`config.mk`:
```
export PLATFORM = sky130hd
export DESIGN_NAME = dac_acq_ctrl
export DESIGN_NICKNAME = d
export VERILOG_FILES = /design/src/core/dac_pkg.sv /design/src/core/dac_acq_ctrl.sv
export VERILOG_INCLUDE_DIRS = /design/src /design/src/core
export SDC_FILE = /design/constraint.sdc
export NUM_CORES = 1
export LEC_CHECK = 0
export BUFFER_PORTS_ARGS = -buffer_cell sky130_fd_sc_hd__clkbuf_2
export CAP_MARGIN = 20
export CORE_MARGIN = 3
export CORE_UTILIZATION = 52
export DETAILED_ROUTE_END_ITERATION = 7
export PLACE_DENSITY = 0.78
export SYNTH_ARGS = -nofsm -noshare
export SYNTH_HDL_FRONTEND = slang
export SYNTH_SLANG_ARGS = --single-unit
```
`constraint.sdc`:
```
create_clock -name clk_i -period 9.8 [get_ports clk_i]
set_input_delay 1.96 -clock clk_i [delete_from_list [all_inputs] [get_ports clk_i]]
set_output_delay 1.96 -clock clk_i [all_outputs]
set_load 0.005 [all_outputs]
```
`src/core/dac_map.svh`:
```
// constants and rule summary for the digitizer acquisition control block
// Function
// - keep one sample in every n
// - optional downconverter path before memory
// - quadrature mix then decimate by 4..16384
// - output iq or phase/magnitude, optional discriminator
// - store at least 256 samples per record
// - transfer only requested count to host
// - pretrigger writes circular, overwrite until trigger
// - store posttrigger count then end record
// - counts limited only by memory size
// - each trigger completes one further record
// - dead time between records ignores triggers
// - long records: 500 ns dead time
// - short records: 80 us dead time
// - refuse triggers until minimum pretrigger collected
// - trigger source external line or software
// - lock clock to front or backplane reference
// - free-running clock option
// - sample clock from 64 MHz oscillator
// - dither off until software enables it
// - dma moves stored samples to host
`ifndef DAC_MAP_SVH
`define DAC_MAP_SVH
// ----------------------------------------------------------------
// widths and figures
// ----------------------------------------------------------------
`define DAC_SAMPLE_W      14
`define DAC_ADDR_W        25
`define DAC_MEM_SAMPLES   26'h2000000
`define DAC_MIN_BUF       25'h0000100
`define DAC_DEC_MIN       15'h0004
`define DAC_DEC_MAX       15'h4000
`define DAC_CLK_MHZ       100
`define DAC_FULL_RATE_MHZ 64
`define DAC_REF_MHZ       10
`define DAC_LONG_REC_US   80
`define DAC_DEAD_SHORT_NS 500
`define DAC_DEAD_LONG_US  80
`define DAC_DEAD_SHORT_CYC (`DAC_DEAD_SHORT_NS * `DAC_CLK_MHZ / 1000)
`define DAC_DEAD_LONG_CYC  (`DAC_DEAD_LONG_US * `DAC_CLK_MHZ)
`define DAC_LONG_REC_SMP   (`DAC_LONG_REC_US * `DAC_FULL_RATE_MHZ)
// reference selection codes
`define DAC_REF_FRONT     2'h0
`define DAC_REF_BACKPLANE 2'h1
`define DAC_REF_FREE      2'h2
`endif

```
`src/core/dac_pkg.sv`:
```
// types for the digitizer acquisition control block
package dac_pkg;
    // acquisition sequencer states
    typedef enum logic [4:0] {
        DAC_IDLE = 5'h01,
        DAC_PRE  = 5'h02,
        DAC_ARM  = 5'h04,
        DAC_POST = 5'h08,
        DAC_DEAD = 5'h10
    } dac_state_e;
    // configuration held by the host before start
    typedef struct packed {
        logic [15:0] keep_n;
        logic        ddc_en;
        logic [14:0] ddc_dec;
        logic        polar;
        logic        discrim;
        logic [24:0] pre_cnt;
        logic [24:0] post_cnt;
        logic [15:0] rec_cnt;
        logic [24:0] req_len;
        logic        sw_trig_sel;
        logic [1:0]  ref_sel;
        logic        dither_en;
    } dac_cfg_s;
    // one memory write
    typedef struct packed {
        logic        valid;
        logic [24:0] addr;
        logic [31:0] data;
    } dac_wr_s;
endpackage

```
`src/core/dac_acq_ctrl.sv`:
```
// acquisition sequencer, decimation and trigger control
`timescale 1ns/1ps
`include "dac_map.svh"
module dac_acq_ctrl
(
    // clock and reset
    input  wire logic             clk_i,
    input  wire logic             rst_i,
    // configuration and control
    input  wire dac_pkg::dac_cfg_s cfg_i,
    input  wire logic             start_i,
    input  wire logic             sw_trig_i,
    // converter samples and downconverter results
    input  wire logic [13:0]      adc_data_i,
    input  wire logic [15:0]      ddc_i_i,
    input  wire logic [15:0]      ddc_q_i,
    input  wire logic [15:0]      ddc_phase_i,
    input  wire logic [15:0]      ddc_mag_i,
    input  wire logic             ddc_valid_i,
    // external trigger line
    input  wire logic             ext_trig_i,
    // reference and oscillator status
    input  wire logic             pll_locked_i,
    // memory write port
    output dac_pkg::dac_wr_s      mem_wr_o,
    // downconverter setup
    output logic                  ddc_route_o,
    output logic [14:0]           ddc_dec_o,
    output logic                  ddc_polar_o,
    output logic                  ddc_discrim_o,
    // clocking and conditioning
    output logic [1:0]            ref_sel_o,
    output logic                  dither_o,
    // dma descriptor for the host
    output logic                  dma_start_o,
    output logic [24:0]           dma_addr_o,
    output logic [24:0]           dma_len_o,
    // status
    output logic                  busy_o,
    output logic                  done_o,
    output logic [15:0]           rec_done_o,
    output logic                  trig_armed_o
);
    // ----------------------------------------------------------------
    // declarations
    // ----------------------------------------------------------------
    dac_pkg::dac_state_e state_reg;
    logic [15:0] div_reg;
    logic        ext_s1_reg;
    logic        ext_s2_reg;
    logic        ext_s3_reg;
    logic [24:0] base_reg;
    logic [24:0] wptr_reg;
    logic [24:0] pre_reg;
    logic [24:0] post_reg;
    logic [24:0] stored_reg;
    logic [24:0] rec_len_reg;
    logic [24:0] trig_ptr_reg;
    logic [15:0] rec_reg;
    logic [13:0] dead_reg;
    logic        smp_en;
    logic        trig;
    logic [24:0] pre_eff;
    logic [24:0] reg_size;
    logic [31:0] smp_data;
    logic        rec_fin;
    logic        last_fin;

    // enforce the minimum record and pretrigger length
    function automatic logic [24:0] at_least_min(input logic [24:0] v);
        at_least_min = (v < `DAC_MIN_BUF) ? `DAC_MIN_BUF : v;
    endfunction

    // ----------------------------------------------------------------
    // sample selection
    // ----------------------------------------------------------------
    // divider passes one sample of every n at the full rate
    always_ff @(posedge clk_i or posedge rst_i)
    begin
        if (rst_i)
            div_reg <= 16'h0000;
        else if (div_reg + 16'h0001 >= cfg_i.keep_n)
            div_reg <= 16'h0000;
        else
            div_reg <= div_reg + 16'h0001;
    end

    // choose direct or downconverted path
    always_comb
    begin
        if (cfg_i.ddc_en)
        begin
            smp_en   = ddc_valid_i;
            smp_data = cfg_i.polar ? {ddc_phase_i, ddc_mag_i}
                                   : {ddc_i_i, ddc_q_i};
        end
        else
        begin
            smp_en   = (div_reg == 16'h0000);
            smp_data = {18'h00000, adc_data_i};
        end
    end

    // ----------------------------------------------------------------
    // trigger qualification
    // ----------------------------------------------------------------
    // two-stage synchroniser then edge detector on the third stage
    always_ff @(posedge clk_i or posedge rst_i)
    begin
        if (rst_i)
        begin
            ext_s1_reg <= 1'b0;
            ext_s2_reg <= 1'b0;
            ext_s3_reg <= 1'b0;
        end
        else
        begin
            ext_s1_reg <= ext_trig_i;
            ext_s2_reg <= ext_s1_reg;
            ext_s3_reg <= ext_s2_reg;
        end
    end

    // source select; only counted while armed
    assign trig = cfg_i.sw_trig_sel ? sw_trig_i
                : (ext_s2_reg & ~ext_s3_reg);
    assign pre_eff  = at_least_min(cfg_i.pre_cnt);
    assign rec_len_reg = at_least_min(cfg_i.pre_cnt + cfg_i.post_cnt);
    assign reg_size = rec_len_reg;
    // a record ends this cycle, and whether it is the last one
    assign rec_fin  = (state_reg == dac_pkg::DAC_POST)
                   && (post_reg >= cfg_i.post_cnt);
    assign last_fin = rec_fin && (rec_reg + 16'h0001 >= cfg_i.rec_cnt);

    // ----------------------------------------------------------------
    // record sequencer
    // ----------------------------------------------------------------
    // states: collect pretrigger, wait trigger, posttrigger, dead time
    always_ff @(posedge clk_i or posedge rst_i)
    begin
        if (rst_i)
        begin
            state_reg    <= dac_pkg::DAC_IDLE;
            base_reg     <= 25'h0000000;
            wptr_reg     <= 25'h0000000;
            pre_reg      <= 25'h0000000;
            post_reg     <= 25'h0000000;
            stored_reg   <= 25'h0000000;
            trig_ptr_reg <= 25'h0000000;
            rec_reg      <= 16'h0000;
            dead_reg     <= 14'h0000;
        end
        else
        begin
            case (state_reg)
                dac_pkg::DAC_IDLE:
                    if (start_i && cfg_i.rec_cnt != 16'h0000)
                    begin
                        state_reg <= dac_pkg::DAC_PRE;
                        base_reg  <= 25'h0000000;
                        wptr_reg  <= 25'h0000000;
                        pre_reg   <= 25'h0000000;
                        rec_reg   <= 16'h0000;
                    end
                dac_pkg::DAC_PRE:
                    if (smp_en)
                    begin
                        // circular region of one record length
                        wptr_reg <= (wptr_reg + 25'h0000001 >= reg_size)
                                  ? 25'h0000000
                                  : wptr_reg + 25'h0000001;
                        pre_reg  <= pre_reg + 25'h0000001;
                        if (pre_reg + 25'h0000001 >= pre_eff)
                            state_reg <= dac_pkg::DAC_ARM;
                    end
                dac_pkg::DAC_ARM:
                begin
                    if (trig)
                    begin
                        state_reg    <= dac_pkg::DAC_POST;
                        post_reg     <= 25'h0000000;
                        trig_ptr_reg <= wptr_reg;
                    end
                    if (smp_en)
                        wptr_reg <= (wptr_reg + 25'h0000001 >= reg_size)
                                  ? 25'h0000000
                                  : wptr_reg + 25'h0000001;
                end
                dac_pkg::DAC_POST:
                    if (post_reg >= cfg_i.post_cnt)
                    begin
                        stored_reg <= base_reg;
                        rec_reg    <= rec_reg + 16'h0001;
                        base_reg   <= base_reg + reg_size;
                        wptr_reg   <= 25'h0000000;
                        pre_reg    <= 25'h0000000;
                        dead_reg   <= (reg_size > `DAC_LONG_REC_SMP)
                            ? 14'(`DAC_DEAD_SHORT_CYC)
                            : 14'(`DAC_DEAD_LONG_CYC);
                        state_reg  <= (rec_reg + 16'h0001 >= cfg_i.rec_cnt)
                                    ? dac_pkg::DAC_IDLE
                                    : dac_pkg::DAC_DEAD;
                    end
                    else if (smp_en)
                    begin
                        post_reg <= post_reg + 25'h0000001;
                        wptr_reg <= (wptr_reg + 25'h0000001 >= reg_size)
                                  ? 25'h0000000
                                  : wptr_reg + 25'h0000001;
                    end
                dac_pkg::DAC_DEAD:
                    // triggers ignored while next region is prepared
                    if (dead_reg <= 14'h0001)
                        state_reg <= dac_pkg::DAC_PRE;
                    else
                        dead_reg <= dead_reg - 14'h0001;
                default:
                    state_reg <= dac_pkg::DAC_IDLE;
            endcase
        end
    end

    // ----------------------------------------------------------------
    // memory writes and dma hand-off
    // ----------------------------------------------------------------
    // write each kept sample into the current region
    always_ff @(posedge clk_i or posedge rst_i)
    begin
        if (rst_i)
            mem_wr_o <= '0;
        else
        begin
            mem_wr_o.valid <= smp_en && (state_reg == dac_pkg::DAC_PRE
                           || state_reg == dac_pkg::DAC_ARM
                           || (state_reg == dac_pkg::DAC_POST
                               && post_reg < cfg_i.post_cnt));
            mem_wr_o.addr  <= base_reg + wptr_reg;
            mem_wr_o.data  <= smp_data;
        end
    end

    // post a dma descriptor per finished record
    always_ff @(posedge clk_i or posedge rst_i)
    begin
        if (rst_i)
        begin
            dma_start_o <= 1'b0;
            dma_addr_o  <= 25'h0000000;
            dma_len_o   <= 25'h0000000;
        end
        else
        begin
            dma_start_o <= (state_reg == dac_pkg::DAC_POST)
                        && (post_reg >= cfg_i.post_cnt);
            dma_addr_o  <= base_reg;
            dma_len_o   <= (cfg_i.req_len < reg_size)
                         ? cfg_i.req_len : reg_size;
        end
    end

    // ----------------------------------------------------------------
    // static setup outputs and status
    // ----------------------------------------------------------------
    // downconverter, reference and dither settings
    always_ff @(posedge clk_i or posedge rst_i)
    begin
        if (rst_i)
        begin
            ddc_route_o   <= 1'b0;
            ddc_dec_o     <= `DAC_DEC_MIN;
            ddc_polar_o   <= 1'b0;
            ddc_discrim_o <= 1'b0;
            ref_sel_o     <= `DAC_REF_FRONT;
            dither_o      <= 1'b0;
        end
        else
        begin
            ddc_route_o   <= cfg_i.ddc_en;
            ddc_dec_o     <= (cfg_i.ddc_dec < `DAC_DEC_MIN) ? `DAC_DEC_MIN
                           : (cfg_i.ddc_dec > `DAC_DEC_MAX) ? `DAC_DEC_MAX
                           : cfg_i.ddc_dec;
            ddc_polar_o   <= cfg_i.polar;
            ddc_discrim_o <= cfg_i.discrim;
            ref_sel_o     <= cfg_i.ref_sel;
            dither_o      <= cfg_i.dither_en;
        end
    end

    // status flags
    always_ff @(posedge clk_i or posedge rst_i)
    begin
        if (rst_i)
        begin
            busy_o       <= 1'b0;
            done_o       <= 1'b0;
            trig_armed_o <= 1'b0;
            rec_done_o   <= 16'h0000;
        end
        else
        begin
            // done, count and busy change together at the last record
            busy_o       <= (state_reg != dac_pkg::DAC_IDLE) && !last_fin;
            trig_armed_o <= (state_reg == dac_pkg::DAC_ARM);
            rec_done_o   <= rec_fin ? rec_reg + 16'h0001 : rec_reg;
            // a finishing record wins over a start in the same cycle
            if (last_fin)
                done_o <= 1'b1;
            else if (start_i)
                done_o <= 1'b0;
        end
    end

endmodule // dac_acq_ctrl

```
==> run_results.csv <==
group,metric,value,unit
run_status,outcome,"complete, no violations",
timing,tightest_slew,1.17,ns
yosys,syn_avg_cell_area,9.35,µm²
layout,final_core_util,62.7,%
global_routing,overflow,0,
clock_network,clock_latency,0.53,ns
clock_network,cts_resized,0,
drt,wl,54600,µm
critical_path,rr_worst_depth,21,
power_and_ir_drop,power.total,3900,µW
timing,period_needed,8.70,ns
clock_network,cts_tree,"done",
yosys,ys_top_cells_by_count,"dfrtp_1 (301), ha_1 (211), nor2_1 (165), o21ai_0 (159), nand2_1 (149)",
die,dieArea,0.0404,mm²
power_and_ir_drop,p_leak,0.0123,µW
critical_path,required,10.26,ns
run,drv_cap,0,
clock_network,numClockSinks,303,
die,core_area,0.0370,mm²
clock_network,cts.clk_slew.worst_paths,0.06,ns
layout,drive_above_1_share,18.9,%
clock_network,postCtsSetupBuffers,0,
timing,relSlewSlack,21.9,%
timing,skew,0.0122,ns
drt,routedWlPerCell,18.2,µm
yosys,synth_compound_area_share,16.0,%
layout,largest_reg_flops,58,
critical_path,reg2reg_to,"wptr_reg[22]",
yosys,synthAdderAreaFrac,13.7,%
placed_design,gp_congestion,0.943,
die,num_io_pins,363,
die,num_rows,70,
placed_design,place.port_buffers,361,
hold_path,hold_start,"ext_s1_reg",
yosys,ys_seq_area_share,38.4,%
die,die_h,201,µm
yosys,synth-xor-area-share,7.76,%
drt,drtPass1Iterations,5,
yosys,synthSimpleGateAreaFrac,16.8,%
yosys,ys.flop_type,"dfrtp_1",
critical_path,reg2reg_slack,4.20,ns
timing,final_max_slew_viol_count,0,
clock_network,hold_buffers,0,
layout,multi_input_area,0.0114,mm²
clock_network,numCtsBuffers,35,
layout,finalNonFillerCells,2993,
placed_design,place_hpwl,42800,µm
critical_path,cp.arrival,9.16,ns
timing,hold_viol,0,
clock_network,cts-htree-levels,2,
global_routing,grt_pass1_vias,17200,
yosys,synth.area.mux_share,3.52,%
critical_path,cp-start-kind,"input port",
placed_design,place_area,0.0221,mm²
layout,fillers,3055,
layout,syn_to_final_growth,17.6,%
global_routing,antenna_found_initial,5,
clock_network,cts_buffer_depth,3,
hold_path,hold_depth,0,
yosys,synth_top_area_share,38.1,%
drt,vias,17200,
layout,register_area,0.00758,mm²
placed_design,place_inst,2929,
critical_path,crit_path_end_kind,"register",
timing,grt_setup_unrepaired,"false",
global_routing,grt_pass1_wl,88200,µm
drt,first_iter_violations,1152,
global_routing,track_usage,26.7,%
yosys,post-synth-top-area-cell,"dfrtp_1",
critical_path,r2r_start,"wptr_reg[0]",
power_and_ir_drop,p_per_area,168,mW/mm²
drt,ant_nets,0,
timing,setup_tns,0,ns
clock_network,clock-root-buffer,"clkbuf_16",
critical_path,worstSetupPathType,"in2reg",
yosys,ys_async_sr_fraction,100,%
layout,fin_area,0.0232,mm²
hold_path,hp-class,"reg2reg",
die,die_w,201,µm
yosys,ys_warn_count,0,
layout,regMostFlops,"mem_wr_o",
yosys,synth.area.top_cells,"dfrtp_1 (38%), ha_1 (13%), xnor2_1 (4.4%)",
yosys,synth_edf_count,0,
yosys,syn_inst,2112,
hold_path,holdPathEnd,"ext_s2_reg",
yosys,synthDistinctLibCells,72,
yosys,syn-num-nets,2540,
die,start_util,53.3,%
timing,period_share,88.8,%
timing,finalSetupViolCount,0,
global_routing,grt_max_degree,203,
yosys,synth.most_common_cell,"dfrtp_1",
layout,num-nets-final,2892,
timing,timing.fmax,115,MHz
drt,post_drt_via_cell_ratio,5.75,
yosys,synth_top_family_by_area,"simple AND/OR/NAND/NOR gates",
critical_path,cp_max_fo,10,
yosys,synth_seq_cells,303,
power_and_ir_drop,peakVddDrop,0.148,mV
yosys,synth_area,0.0198,mm²
drt,drcViolationCount,0,
power breakdown:
group	internal, µW	switching, µW	leakage [µW]
clock	792	522	0.000567
sequential	1370	105	0.00402
combinational	449	665	0.00776
how the worst max path moves through the flow:
stage / slack, ns / cells after the start / end / from
after floorplan: 2.03 / 26 / base_reg[24] / cfg_i[45]
after global placement: 0.85 / 27 / base_reg[24] / cfg_i[45]
after detailed placement: 0.73 / 27 / base_reg[24] / cfg_i[45]
after CTS: 1.27 / 27 / base_reg[24] / cfg_i[45]
after global routing: 0.51 / 27 / base_reg[24] / cfg_i[45]
final: 1.10 / 27 / base_reg[24] / cfg_i[45]
logic make-up (layout without fill, tap and decap cells):
group	count (synthesis)	after routing
AO/OA/AOI/OAI	500	500
AND/OR/NAND/NOR	662	662
flip-flops	303	303
multiplexers	59	59
buffers and inverters	199	575
XOR/XNOR	175	175
other	0	1
adder cells (fa/ha/maj)	214	214
final cells by class:
class / count / area share [%]
clock buffer: 45 / 4.10
tap: 504 / 2.71
clock inverter: 16 / 0.802
inverter: 141 / 2.29
antenna: 1 / 0.0108
multi-input combinational: 1610 / 49.1
timing repair buffer: 373 / 8.36
sequential: 303 / 32.6
stage by stage:
step | worst slack [ns] | hold WS (ns)
2_1_floorplan | 2.03 | 0.331
3_3_place_gp | 0.847 | 0.335
3_5_place_dp | 0.727 | 0.340
4_1_cts | 1.27 | 0.352
5_1_grt | 0.506 | 0.367
6_report | 1.10 | 0.351
critical path, cell delays in order:
cell and delay [ns]:
clkbuf_2 0.13, ha_1 0.21, inv_1 0.07, fa_1 0.40, nand2b_1 0.19, a21oi_1 0.19
o22a_1 0.25, a22o_4 0.19, a31oi_2 0.14, o41ai_1 0.49, xnor2_1 0.42, nand4_1 0.40
nor3_4 0.49, and2b_1 0.30, ha_1 0.24, fa_1 0.44, a211oi_1 0.39, o21a_1 0.21
o21ai_0 0.21, o311ai_0 0.54, nand4_1 0.21, a32oi_1 0.31, o21ai_0 0.15, o21ai_0 0.13
xnor2_1 0.11, or3_1 0.33, o21ai_0 0.07
layer usage:
metal	part of all wire (%)	global-route usage, %	wire, µm	vias to the layer above
li1	-	-	-	8182
met4	4.2	11.7	2310	8
met2	47	44.0	25600	633
met5	0.11	0	61	-
met3	6.7	4.64	3660	146
met1	42	34.6	23000	8253
placed cells by master (no fill, tap or decap), types with 6 or more instances in the layout:
master,n
clkbuf_2,361
dfrtp_1,301
ha_1,211
nor2_1,165
o21ai_0,159
nand2_1,149
inv_1,140
a21oi_1,111
xnor2_1,100
xor2_1,75
a21o_1,72
nor2b_1,64
nand3_1,60
nand4_1,48
nor3_1,36
clkbuf_16,35
mux2i_1,33
and3_1,31
o21a_1,25
nor4_1,23
nand2b_1,23
and2_1,22
o31ai_1,19
mux2_4,19
a31oi_1,14
a211oi_1,13
a22o_1,13
or3_1,11
o21bai_1,11
clkinv_2,10
o211ai_1,9
buf_4,9
and4_1,8
mux2_2,7
clkbuf_1,6
Power figures use the tool's default switching activity.
